File: config.mk
export PLATFORM = sky130hd
export DESIGN_NAME = stm_timer
export DESIGN_NICKNAME = d
export VERILOG_FILES = /design/src/design/stm_timer.v
export VERILOG_INCLUDE_DIRS = /design/src /design/src/design
export SDC_FILE = /design/constraint.sdc
export NUM_CORES = 1
export LEC_CHECK = 0
export BUFFER_PORTS_ARGS = -buffer_cell sky130_fd_sc_hd__buf_4
export CAP_MARGIN = 20
export CORE_UTILIZATION = 45
export DETAILED_ROUTE_END_ITERATION = 6
export PLACE_DENSITY = 0.67
export RECOVER_POWER = 25
export SLEW_MARGIN = 30
export SYNTH_ARGS = -nofsm -noshare
export SYNTH_HDL_FRONTEND = slang
export SYNTH_SLANG_ARGS = --single-unit
File: constraint.sdc
create_clock -name clk -period 4.9 [get_ports clk]
set_input_delay 0.98 -clock clk [delete_from_list [all_inputs] [get_ports clk]]
set_output_delay 0.98 -clock clk [all_outputs]
set_load 0.01 [all_outputs]
File: src/design/stm_timer_map.vh
// register offsets, field positions and reset values of the standard timer
`ifndef STM_TIMER_MAP_VH
`define STM_TIMER_MAP_VH
`define STM_OFS_CTRL0      12'h000
`define STM_OFS_CTRL1      12'h004
`define STM_OFS_CNT_LO     12'h008
`define STM_OFS_CNT_HI     12'h00C
`define STM_OFS_CMPA_LO    12'h010
`define STM_OFS_CMPA_HI    12'h014
`define STM_OFS_CMPP       12'h018
`define STM_OFS_FLAGS      12'h01C
`define STM_CTRL0_RST      8'h00
`define STM_CTRL1_RST      8'h00
`define STM_BIT_PAUSE      7
`define STM_BIT_CKSEL_HI   6
`define STM_BIT_CKSEL_LO   4
`define STM_BIT_ENABLE     3
`define STM_BIT_MODE_HI    7
`define STM_BIT_MODE_LO    6
`define STM_BIT_PFN_HI     5
`define STM_BIT_PFN_LO     4
`define STM_BIT_OINIT      3
`define STM_BIT_OINV       2
`define STM_BIT_SWAP       1
`define STM_BIT_CLRSEL     0
`define STM_BIT_FLAG_A     0
`define STM_BIT_FLAG_P     1
`define STM_MODE_CMP       2'b00
`define STM_MODE_PWM       2'b10
`define STM_MODE_TMR       2'b11
`define STM_SYS_DIV        4
`define STM_HI16_DIV       16
`define STM_HI64_DIV       64
`endif

File: src/design/stm_timer.v
// standard 16-bit compare/pwm timer with an apb register slave
//
// The register addresses and register access over APB were decided locally.
`include "stm_timer_map.vh"
`default_nettype none

module stm_timer #(
   parameter integer ADDR_WIDTH = 12
) (
   // clock and reset
   input  wire                  clk,
   input  wire                  reset_n,
   // apb slave
   input  wire                  psel,
   input  wire                  penable,
   input  wire                  pwrite,
   input  wire [ADDR_WIDTH-1:0] paddr,
   input  wire [31:0]           pwdata,
   output reg  [31:0]           prdata,
   output reg                   pready,
   output reg                   pslverr,
   // clock sources, synchronous to clk
   input  wire                  highClkTick,
   input  wire                  subClkTick,
   input  wire                  extClkIn,
   // output pin
   output reg                   timerOut,
   output reg                   timerOutEn,
   // match flag levels
   output reg                   matchAFlagOut,
   output reg                   matchPFlagOut
);

   // software-visible control and compare registers
   reg  [7:0]  ctrl0_reg;
   reg  [7:0]  ctrl1_reg;
   reg  [15:0] cmpA_reg;
   reg  [7:0]  cmpP_reg;

   // counter and its next value
   reg  [15:0] count_reg;
   reg  [15:0] count_next;

   // sticky match flags, cleared by writing ones
   reg         flagA_reg;
   reg         flagP_reg;

   // edge history for the enable bit and the external clock pin
   reg         enPrev_reg;
   reg         extPrev_reg;

   // prescaler counters; the high-speed ones only move on highClkTick
   reg  [1:0]  sysDiv_reg;
   reg  [3:0]  hi16Div_reg;
   reg  [5:0]  hi64Div_reg;

   // pin level before the optional inversion
   reg         pinLevel_reg;
   reg         pinLevel_next;

   // combinational strobes of the current cycle
   reg         tick;
   reg         clrCount;
   reg         setA;
   reg         setP;


   // control fields
   wire [2:0]  clkSel      = ctrl0_reg[`STM_BIT_CKSEL_HI:`STM_BIT_CKSEL_LO];
   wire        enable      = ctrl0_reg[`STM_BIT_ENABLE];
   wire        pause       = ctrl0_reg[`STM_BIT_PAUSE];
   wire [1:0]  mode        = ctrl1_reg[`STM_BIT_MODE_HI:`STM_BIT_MODE_LO];
   wire [1:0]  pinFn       = ctrl1_reg[`STM_BIT_PFN_HI:`STM_BIT_PFN_LO];
   wire        outInit     = ctrl1_reg[`STM_BIT_OINIT];
   wire        outInvert   = ctrl1_reg[`STM_BIT_OINV];
   wire        swap        = ctrl1_reg[`STM_BIT_SWAP];
   wire        clrSel      = ctrl1_reg[`STM_BIT_CLRSEL];

   // enable edge: the first enabled cycle only zeroes the counter and loads the pin
   wire        enRise      = enable & ~enPrev_reg;
   // counting stops while paused or disabled, and the count is kept
   wire        running     = enable & ~pause & ~enRise;

   // apb strobes; a write acts at the access edge, read data is fetched in setup
   wire        busWrite    = psel & penable & pwrite;
   wire        busRead     = psel & ~penable & ~pwrite;
   // matches are taken on the counting step that reaches the value
   wire [15:0] countInc    = count_reg + 16'h0001;
   wire        matchA      = tick & (cmpA_reg != 16'h0000) & (countInc == cmpA_reg);
   wire        matchP      = tick & (cmpP_reg != 8'h00) & (countInc == {cmpP_reg, 8'h00});
   wire        overflow    = tick & (count_reg == 16'hFFFF);

   // pwm compares use the present count, one register stage ahead of the pin
   wire [16:0] pwmPeriod   = swap ? {1'b0, cmpA_reg} : periodOfP(cmpP_reg);
   wire [16:0] pwmDuty     = swap ? periodOfP(cmpP_reg) : {1'b0, cmpA_reg};
   wire        pwmActive   = ({1'b0, count_reg} < pwmDuty) | (pwmDuty >= pwmPeriod);

   // P compare value expressed in counter clocks, zero meaning a full wrap
   // seventeen bits so that the 65536-count wrap can be told apart from zero
   function [16:0] periodOfP;
      input [7:0] val;
      begin
         periodOfP = (val == 8'h00) ? 17'h10000 : {1'b0, val, 8'h00};
      end
   endfunction

   // word-aligned apb decode, shared by read and write paths
   // only the low twelve address bits take part, higher bits alias
   function hit;
      input [ADDR_WIDTH-1:0] addr;
      input [11:0]           ofs;
      begin
         hit = (addr[11:0] == ofs);
      end
   endfunction

   wire mapped = hit(paddr, `STM_OFS_CTRL0) | hit(paddr, `STM_OFS_CTRL1) | hit(paddr, `STM_OFS_CNT_LO)
               | hit(paddr, `STM_OFS_CNT_HI) | hit(paddr, `STM_OFS_CMPA_LO) | hit(paddr, `STM_OFS_CMPA_HI)
               | hit(paddr, `STM_OFS_CMPP) | hit(paddr, `STM_OFS_FLAGS);

   // write-one-to-clear strobes for the sticky flags
   wire clrFlagA = busWrite & hit(paddr, `STM_OFS_FLAGS) & pwdata[`STM_BIT_FLAG_A];
   wire clrFlagP = busWrite & hit(paddr, `STM_OFS_FLAGS) & pwdata[`STM_BIT_FLAG_P];

   // counter clock selection; sub ticks are used as they come, external edges are found from the sampled level
   // the /16 and /64 dividers share highClkTick, so they stay in step
   always @* begin
      case (clkSel)
         3'b000:  tick = (sysDiv_reg == 2'd3);
         3'b001:  tick = 1'b1;
         3'b010:  tick = highClkTick & (hi16Div_reg == 4'hF);
         3'b011:  tick = highClkTick & (hi64Div_reg == 6'h3F);
         3'b100:  tick = subClkTick;
         3'b101:  tick = subClkTick;
         3'b110:  tick = extClkIn & ~extPrev_reg;
         default: tick = ~extClkIn & extPrev_reg;
      endcase
      tick = tick & running;
   end

   // clear source and flag sources per mode
   always @* begin
      clrCount = 1'b0;
      setA     = 1'b0;
      setP     = 1'b0;
      if (mode == `STM_MODE_PWM) begin
         // clear-select plays no part here
         // a zero P value disables the P clear and the count wraps at its maximum
         clrCount = swap ? matchA : (cmpP_reg == 8'h00 ? 1'b0 : matchP);
         setA     = matchA;
         setP     = matchP;
      end else if (clrSel) begin
         clrCount = matchA;
         setA     = matchA;
      end else begin
         clrCount = matchP;
         setA     = matchA;
         setP     = matchP;
      end
   end

   // next counter value; a zero P value simply lets the count wrap
   // a clear takes the place of the compare value, so the period is the value in ticks
   // an enable rise wins over any tick of the same cycle
   always @* begin
      count_next = count_reg;
      if (enRise)
         count_next = 16'h0000;
      else if (tick) begin
         if (clrCount | overflow)
            count_next = 16'h0000;
         else
            count_next = countInc;
      end
   end

   // pin level: pwm waveform or compare action on A match only
   // a pin function equal to the initial level gives no visible change
   // pwm function 11 is the single pulse mode, not built here, so the pin holds
   always @* begin
      pinLevel_next = pinLevel_reg;
      if (enRise)
         pinLevel_next = outInit;
      else if (mode == `STM_MODE_CMP) begin
         if (setA) begin
            case (pinFn)
               2'b00:   pinLevel_next = pinLevel_reg;
               2'b01:   pinLevel_next = 1'b0;
               2'b10:   pinLevel_next = 1'b1;
               default: pinLevel_next = ~pinLevel_reg;
            endcase
         end
      end else if (mode == `STM_MODE_PWM) begin
         case (pinFn)
            2'b00:   pinLevel_next = ~outInit;
            2'b01:   pinLevel_next = outInit;
            2'b10:   pinLevel_next = outInit ? pwmActive : ~pwmActive;
            default: pinLevel_next = pinLevel_reg;
         endcase
      end
   end

   // clock prescalers and edge history
   // free-running so that a new clock select takes effect without a restart
   always @(posedge clk) begin
      if (!reset_n) begin
         sysDiv_reg  <= 2'd0;
         hi16Div_reg <= 4'h0;
         hi64Div_reg <= 6'h00;
         extPrev_reg <= 1'b0;
         enPrev_reg  <= 1'b0;
      end else begin
         sysDiv_reg  <= sysDiv_reg + 2'd1;
         if (highClkTick) begin
            hi16Div_reg <= hi16Div_reg + 4'h1;
            hi64Div_reg <= hi64Div_reg + 6'h01;
         end
         extPrev_reg <= extClkIn;
         enPrev_reg  <= enable;
      end
   end

   // counter, pin and sticky flags
   always @(posedge clk) begin
      if (!reset_n) begin
         count_reg    <= 16'h0000;
         pinLevel_reg <= 1'b0;
         flagA_reg    <= 1'b0;
         flagP_reg    <= 1'b0;
      end else begin
         count_reg    <= count_next;
         pinLevel_reg <= pinLevel_next;
         // a new match wins over a software clear in the same cycle
         if (setA)
            flagA_reg <= 1'b1;
         else if (clrFlagA)
            flagA_reg <= 1'b0;
         if (setP)
            flagP_reg <= 1'b1;
         else if (clrFlagP)
            flagP_reg <= 1'b0;
      end
   end

   // control and compare registers, written at the apb access edge
   // the low three bits of ctrl0 are unimplemented and read zero
   // compare values may change while running; a new value applies from the next tick
   always @(posedge clk) begin
      if (!reset_n) begin
         ctrl0_reg <= `STM_CTRL0_RST;
         ctrl1_reg <= `STM_CTRL1_RST;
         cmpA_reg  <= 16'h0000;
         cmpP_reg  <= 8'h00;
      end else if (busWrite) begin
         if (hit(paddr, `STM_OFS_CTRL0))
            ctrl0_reg <= {pwdata[7:3], 3'b000};
         if (hit(paddr, `STM_OFS_CTRL1))
            ctrl1_reg <= pwdata[7:0];
         if (hit(paddr, `STM_OFS_CMPA_LO))
            cmpA_reg[7:0] <= pwdata[7:0];
         if (hit(paddr, `STM_OFS_CMPA_HI))
            cmpA_reg[15:8] <= pwdata[7:0];
         if (hit(paddr, `STM_OFS_CMPP))
            cmpP_reg <= pwdata[7:0];
      end
   end

   // apb answer: read data latched in setup, ready in the access cycle
   // unmapped addresses answer with pslverr and read as zero
   // no wait states: every register is a flip-flop, so data is ready at once
   always @(posedge clk) begin
      if (!reset_n) begin
         prdata  <= 32'h00000000;
         pready  <= 1'b0;
         pslverr <= 1'b0;
      end else begin
         pready  <= psel & ~penable;
         pslverr <= psel & ~penable & ~mapped;
         if (busRead) begin
            if (hit(paddr, `STM_OFS_CTRL0))
               prdata <= {24'h000000, ctrl0_reg};
            else if (hit(paddr, `STM_OFS_CTRL1))
               prdata <= {24'h000000, ctrl1_reg};
            else if (hit(paddr, `STM_OFS_CNT_LO))
               prdata <= {24'h000000, count_reg[7:0]};
            else if (hit(paddr, `STM_OFS_CNT_HI))
               prdata <= {24'h000000, count_reg[15:8]};
            else if (hit(paddr, `STM_OFS_CMPA_LO))
               prdata <= {24'h000000, cmpA_reg[7:0]};
            else if (hit(paddr, `STM_OFS_CMPA_HI))
               prdata <= {24'h000000, cmpA_reg[15:8]};
            else if (hit(paddr, `STM_OFS_CMPP))
               prdata <= {24'h000000, cmpP_reg};
            else if (hit(paddr, `STM_OFS_FLAGS))
               prdata <= {30'h00000000, flagP_reg, flagA_reg};
            else
               prdata <= 32'h00000000;
         end
      end
   end

   // pin drive; timer/counter mode releases the pin for other use
   // flag outputs mirror the sticky flags, with this cycle's set and clear applied
   // capture mode 01 is not built here, so the pin is left undriven there too
   always @(posedge clk) begin
      if (!reset_n) begin
         timerOut      <= 1'b0;
         timerOutEn    <= 1'b0;
         matchAFlagOut <= 1'b0;
         matchPFlagOut <= 1'b0;
      end else begin
         timerOut      <= (mode == `STM_MODE_TMR) ? 1'b0 : (pinLevel_next ^ outInvert);
         timerOutEn    <= (mode == `STM_MODE_CMP) | (mode == `STM_MODE_PWM);
         matchAFlagOut <= setA | (flagA_reg & ~clrFlagA);
         matchPFlagOut <= setP | (flagP_reg & ~clrFlagP);
      end
   end

endmodule // stm_timer
`default_nettype wire

# == Word level (Yosys, flattened, before mapping) ==
# Index checks and enable logic that the tools add are counted.
# classes
n_addsub,4
magnitude_cmp,2
n_eq_ne,23
n_mux,30
n_bitwise,50
n_reduce_logical,17
# op_table
op,count
$mux W8,7
$mux W17,3
$eq A12 B5 Y1 const B,4
$eq A16 B16 Y1,2
$eq A12 B4 Y1 const B,2
$and A1 B1 Y1,23
$ge A17 B17 Y1,1
$lt A16 B17 Y1,1
$add A16 B1 Y16 const B,1
$eq A16 B16 Y1 const B,1
$mux W16,1
$reduce_bool A16 Y1,1
$mux W1,15
$not A1 Y1,14
$eq A12 B3 Y1 const B,1
$logic_not A12 Y1,1
$or A1 B1 Y1,12
$reduce_and A2 Y1,5
$eq A3 B3 Y1 const B,3
$eq A2 B2 Y1 const B,4
$logic_not A8 Y1,1
$reduce_bool A8 Y1,1
$add A6 B1 Y6 const B,1
$eq A3 B2 Y1 const B,2
other kinds (14),19
# totals
ff_bits,108
inputBits,52
word_cells,147

# == Longest topological paths before layout ==
# logic_depth
ltp_word,12
depth_mapped,14

# == Worst setup path after synthesis ==
# Ideal clock, no wire load.
# synth_path
path_type,input port to flip-flop
from,input extClkIn
to,register count_reg[14]
arrival_time_ns,3.184
t_required_ns,4.783
path_slack_ns,1.599
path_stages,11
path_cell_list,or3b_2 -> a21boi_0 -> nor3_1 -> or2_2 -> clkbuf_1 -> nor4b_1 -> nand2_1 -> o221ai_2 -> buf_4 -> o21ai_0 -> a22o_1
# synth_via
elab_chain_cells,11
# synth_lines
item,line,rtl
from (decl),stm_timer.v:25,"input wire extClkIn,"
$not A1 Y1,stm_timer.v:136,default: tick = ~extClkIn & extPrev_reg;
$and A1 B1 Y1,stm_timer.v:136,
$pmux W1 S6 (*),stm_timer.v:128,case (clkSel)
$and A1 B1 Y1 (*),stm_timer.v:138,tick = tick & running;
$and A1 B1 Y1 (2 in a row),stm_timer.v:90,"wire matchP = tick & (cmpP_reg != 8'h00) & (countInc == {cmpP_reg, 8'h00});"
$mux W1 (2 in a row),stm_timer.v:149,clrCount = swap ? matchA : (cmpP_reg == 8'h00 ? 1'b0 : matchP);
$mux W1,stm_timer.v:146,if (mode == `STM_MODE_PWM) begin
$or A1 B1 Y1,stm_timer.v:170,if (clrCount | overflow)
$mux W16,stm_timer.v:170,
to (signal assigned),stm_timer.v:231,count_reg <= count_next;
to (decl),stm_timer.v:41,reg [15:0] count_reg;
# Every way passes the cells marked *; elsewhere a longest branch is shown, timed or not.
# A chain may end at the register's enable or synchronous reset.

# == Final worst setup path ==
# layout_path
from,register count_reg[4]
to,register count_reg[7]
# layout_via
elab_chain_cells,8
# layout_lines
item,line,rtl
$add A16 B1 Y16,stm_timer.v:88,wire [15:0] countInc = count_reg + 16'h0001;
$eq A16 B16 Y1,stm_timer.v:90,
$and A1 B1 Y1,stm_timer.v:90,
$mux W1 (2 in a row),stm_timer.v:149,
$mux W1,stm_timer.v:146,
$or A1 B1 Y1,stm_timer.v:170,
$mux W16 (*),stm_timer.v:170,
# Marked as above.

==> qor.csv <==
stage,metric,value,unit
clocking,postCtsResizedCells,0,
timing,hold_viol_final,0,
global_route,globalRouteOverflowTotal,0,
clocking,cts_max_level,3,
synth,synthCells,722,
final_layout,multi_input_area,0.00385,mm2
run_status,violations,"max-capacitance violations, max-slew violations",
setup_path,critPathLaunch,count_reg[4],
timing,rsz0062_at_grt,false,
clocking,cts_tree,built,
timing,finalCritPeriodShare,83.2,%
global_route,grt_pass1_vias,5187,
floorplan,start_util,46.3,%
floorplan,io-pin-count,90,
detailed_routing,wl,18300,um
detailed_routing,ant_nets,0,
worst_hold_path,hold_class,reg -> reg,
detailed_routing,vias,5552,
synth,synth-edff-count,0,
clocking,clkSlewWorstSetupHoldPaths,70,ps
detailed_routing,first_iter_violations,527,
timing,whs,430,ps
global_route,antenna_found_initial,0,
power,powerDensity,230,mW/mm2
setup_path,path_max_fanout,15,
place,dpl_cell_area,0.00616,mm2
final_layout,mostFrequentLayoutCell,dfxtp_1,
timing,worst_pin_slew,2460,ps
final_layout,mostFrequentLayoutCells,"dfxtp_1 (84), nor2_1 (76), nand2_1 (72), mux2i_1 (45), o21ai_0 (45)",
synth,synth.distinct_cells,72,
clocking,cts_buffers,9,
clocking,cts.sinks,84,
place,io_buffers,41,
power,ir_worst_vdd,0.198,mV
detailed_routing,drc,0,
final_layout,drive_above_1_share,9.69,%
clocking,clk_latency,350,ps
clocking,root_buffer,clkbuf_16,
final_layout,fin_nets,818,
final_layout,design_area,0.00643,mm2
place,dpl.hpwl,13800,um
floorplan,die_x,116,um
clocking,clockBufferDepth,2,
detailed_routing,firstDrtPassIters,5,
setup_path,cp_top_family,compound AO/OA/AOI/OAI gates,
final_layout,fin_util,50.5,%
timing,maxSlewViolCount,60,
final_layout,area_delta_synth_final,9.02,%
setup_path,path_class,reg -> reg,
setup_path,max_stage_delay,730,ps
setup_path,worstPathArrival,4310,ps
setup_path,slowest_stage,dfxtp_1,
timing,max-slew-margin-rel,-63.8,%
synth,syn_avg_cell_area,8.17,um2
detailed_routing,wl_per_cell,20.0,um
clocking,cts_setup_buffers,0,
final_layout,n_antenna_cell,0,
worst_hold_path,hp-start,sysDiv_reg[0],
setup_path,timing.rr.start,count_reg[4],
setup_path,end_kind,register,
synth,yosys_warnings,0,
final_layout,register_area,0.00168,mm2
floorplan,die_y,116,um
floorplan,coreArea,0.0127,mm2
timing,tns,0,ps
timing,fin_worst_skew,13.0,ps
timing,min_period,4080,ps
setup_path,required,5140,ps
clocking,cts-hold-fix-buffers,0,
global_route,grt_pass1_wl,28400,um
floorplan,die_area,0.0136,mm2
synth,seq_area_frac_synth,28.5,%
setup_path,crit_buf_inv,1,
setup_path,path_cells,inv_1 > nor3_1 > a2111oi_0 > a2111oi_0 > o2111a_1 > nand3_1 > o221ai_2 > o21ai_0 > a22o_1,
synth,async_reset_ff_share,0,%
synth,synthFlopType,dfxtp_1,
power,p_leak,2.37,nW
setup_path,cp_common_cell,a2111oi_0,
global_route,grt_max_degree,60,
run_status,run_status,"complete, but fails checks",
place,routabilityCongestion,0.963,
synth,synth_seq_cells,84,
final_layout,fillers,1296,
floorplan,rows,41,
setup_path,start_kind,register,
synth,netlist_area,0.00590,mm2
timing,max_freq,245,MHz
global_route,grtUsageTotal,28.2,%
timing,setup_viol,0,
detailed_routing,avgViaCountPerCell,6.07,
flow_run,drv_cap,1,
synth_stat cells (all sizes together) (5+ instances only):
master    n  area share [%]
nand2    72             4.6
and2      7            0.74
a221oi    7             1.0
or4       7            0.89
nor4     11             1.3
nand2b    9            0.95
o31ai     6            0.76
inv      20             1.3
nor2     78             5.1
nor3     18             1.7
xor2     10             1.5
a22o     12             1.8
a21oi    39             3.3
and3      5            0.53
nand3    16             1.4
a21o      8             1.0
buf      40             4.9
mux2i    45             7.6
mux2      5            0.95
xnor2    24             3.7
o21ai    45             3.8
nor2b     6            0.64
clkbuf   24             1.5
dfxtp    84              29
a31oi     6            0.64
ha       28             5.9
nand4    14             1.7
o2111ai   5            0.74
cells by family (layout without fill, tap and decap cells):
logic type | after synthesis | in the layout | share of synthesized area, %
compound gates | 174 | 174 | 20.2
xor+xnor | 38 | 38 | 6.73
fa+ha+maj | 28 | 28 | 5.94
buf+inv | 84 | 82 | 7.68
flops | 84 | 84 | 28.5
mux | 50 | 50 | 8.59
other cells | 1 | 24 | 0.0636
simple gates | 263 | 263 | 22.2
stage by stage:
step / total power, mW / setup WS, ps / cells
after global routing: 1.53 / 564 / 915
final: 1.48 / 821 / 915
after CTS: 1.49 / 847 / 915
after floorplan: 0.774 / 1600 / 745
after global placement: 0.797 / 965 / 899
after detailed placement: 0.800 / 893 / 899
layout make-up:
class	instances	share of cell area (%)
Timing Repair Buffer	46	4.79
Multi-Input combinational cell	577	59.9
Tap cell	172	3.35
Clock inverter	7	1.17
Clock buffer	9	3.50
Inverter	20	1.17
Sequential cell	84	26.2
per-layer routing:
layer	global-route usage [%]	part of all wire, %
met5	0	0
met4	16.8	4.6
met3	2.49	6.1
met2	45.3	46
met1	37.0	43
path summary, 6_finish.rpt:
check,cells past startpoint,slack (ps),endpoint
max,9,820,count_reg[7]
min,1,430,sysDiv_reg[0]
max reg2reg,9,820,count_reg[7]
min reg2reg,1,430,sysDiv_reg[0]
power breakdown:
part | switching [mW] | internal, mW | leakage, nW
Sequential | 0.00583 | 0.691 | 0.679
Clock | 0.336 | 0.362 | 0.145
Combinational | 0.0527 | 0.0323 | 1.55
(Power assumes the default switching activity.)
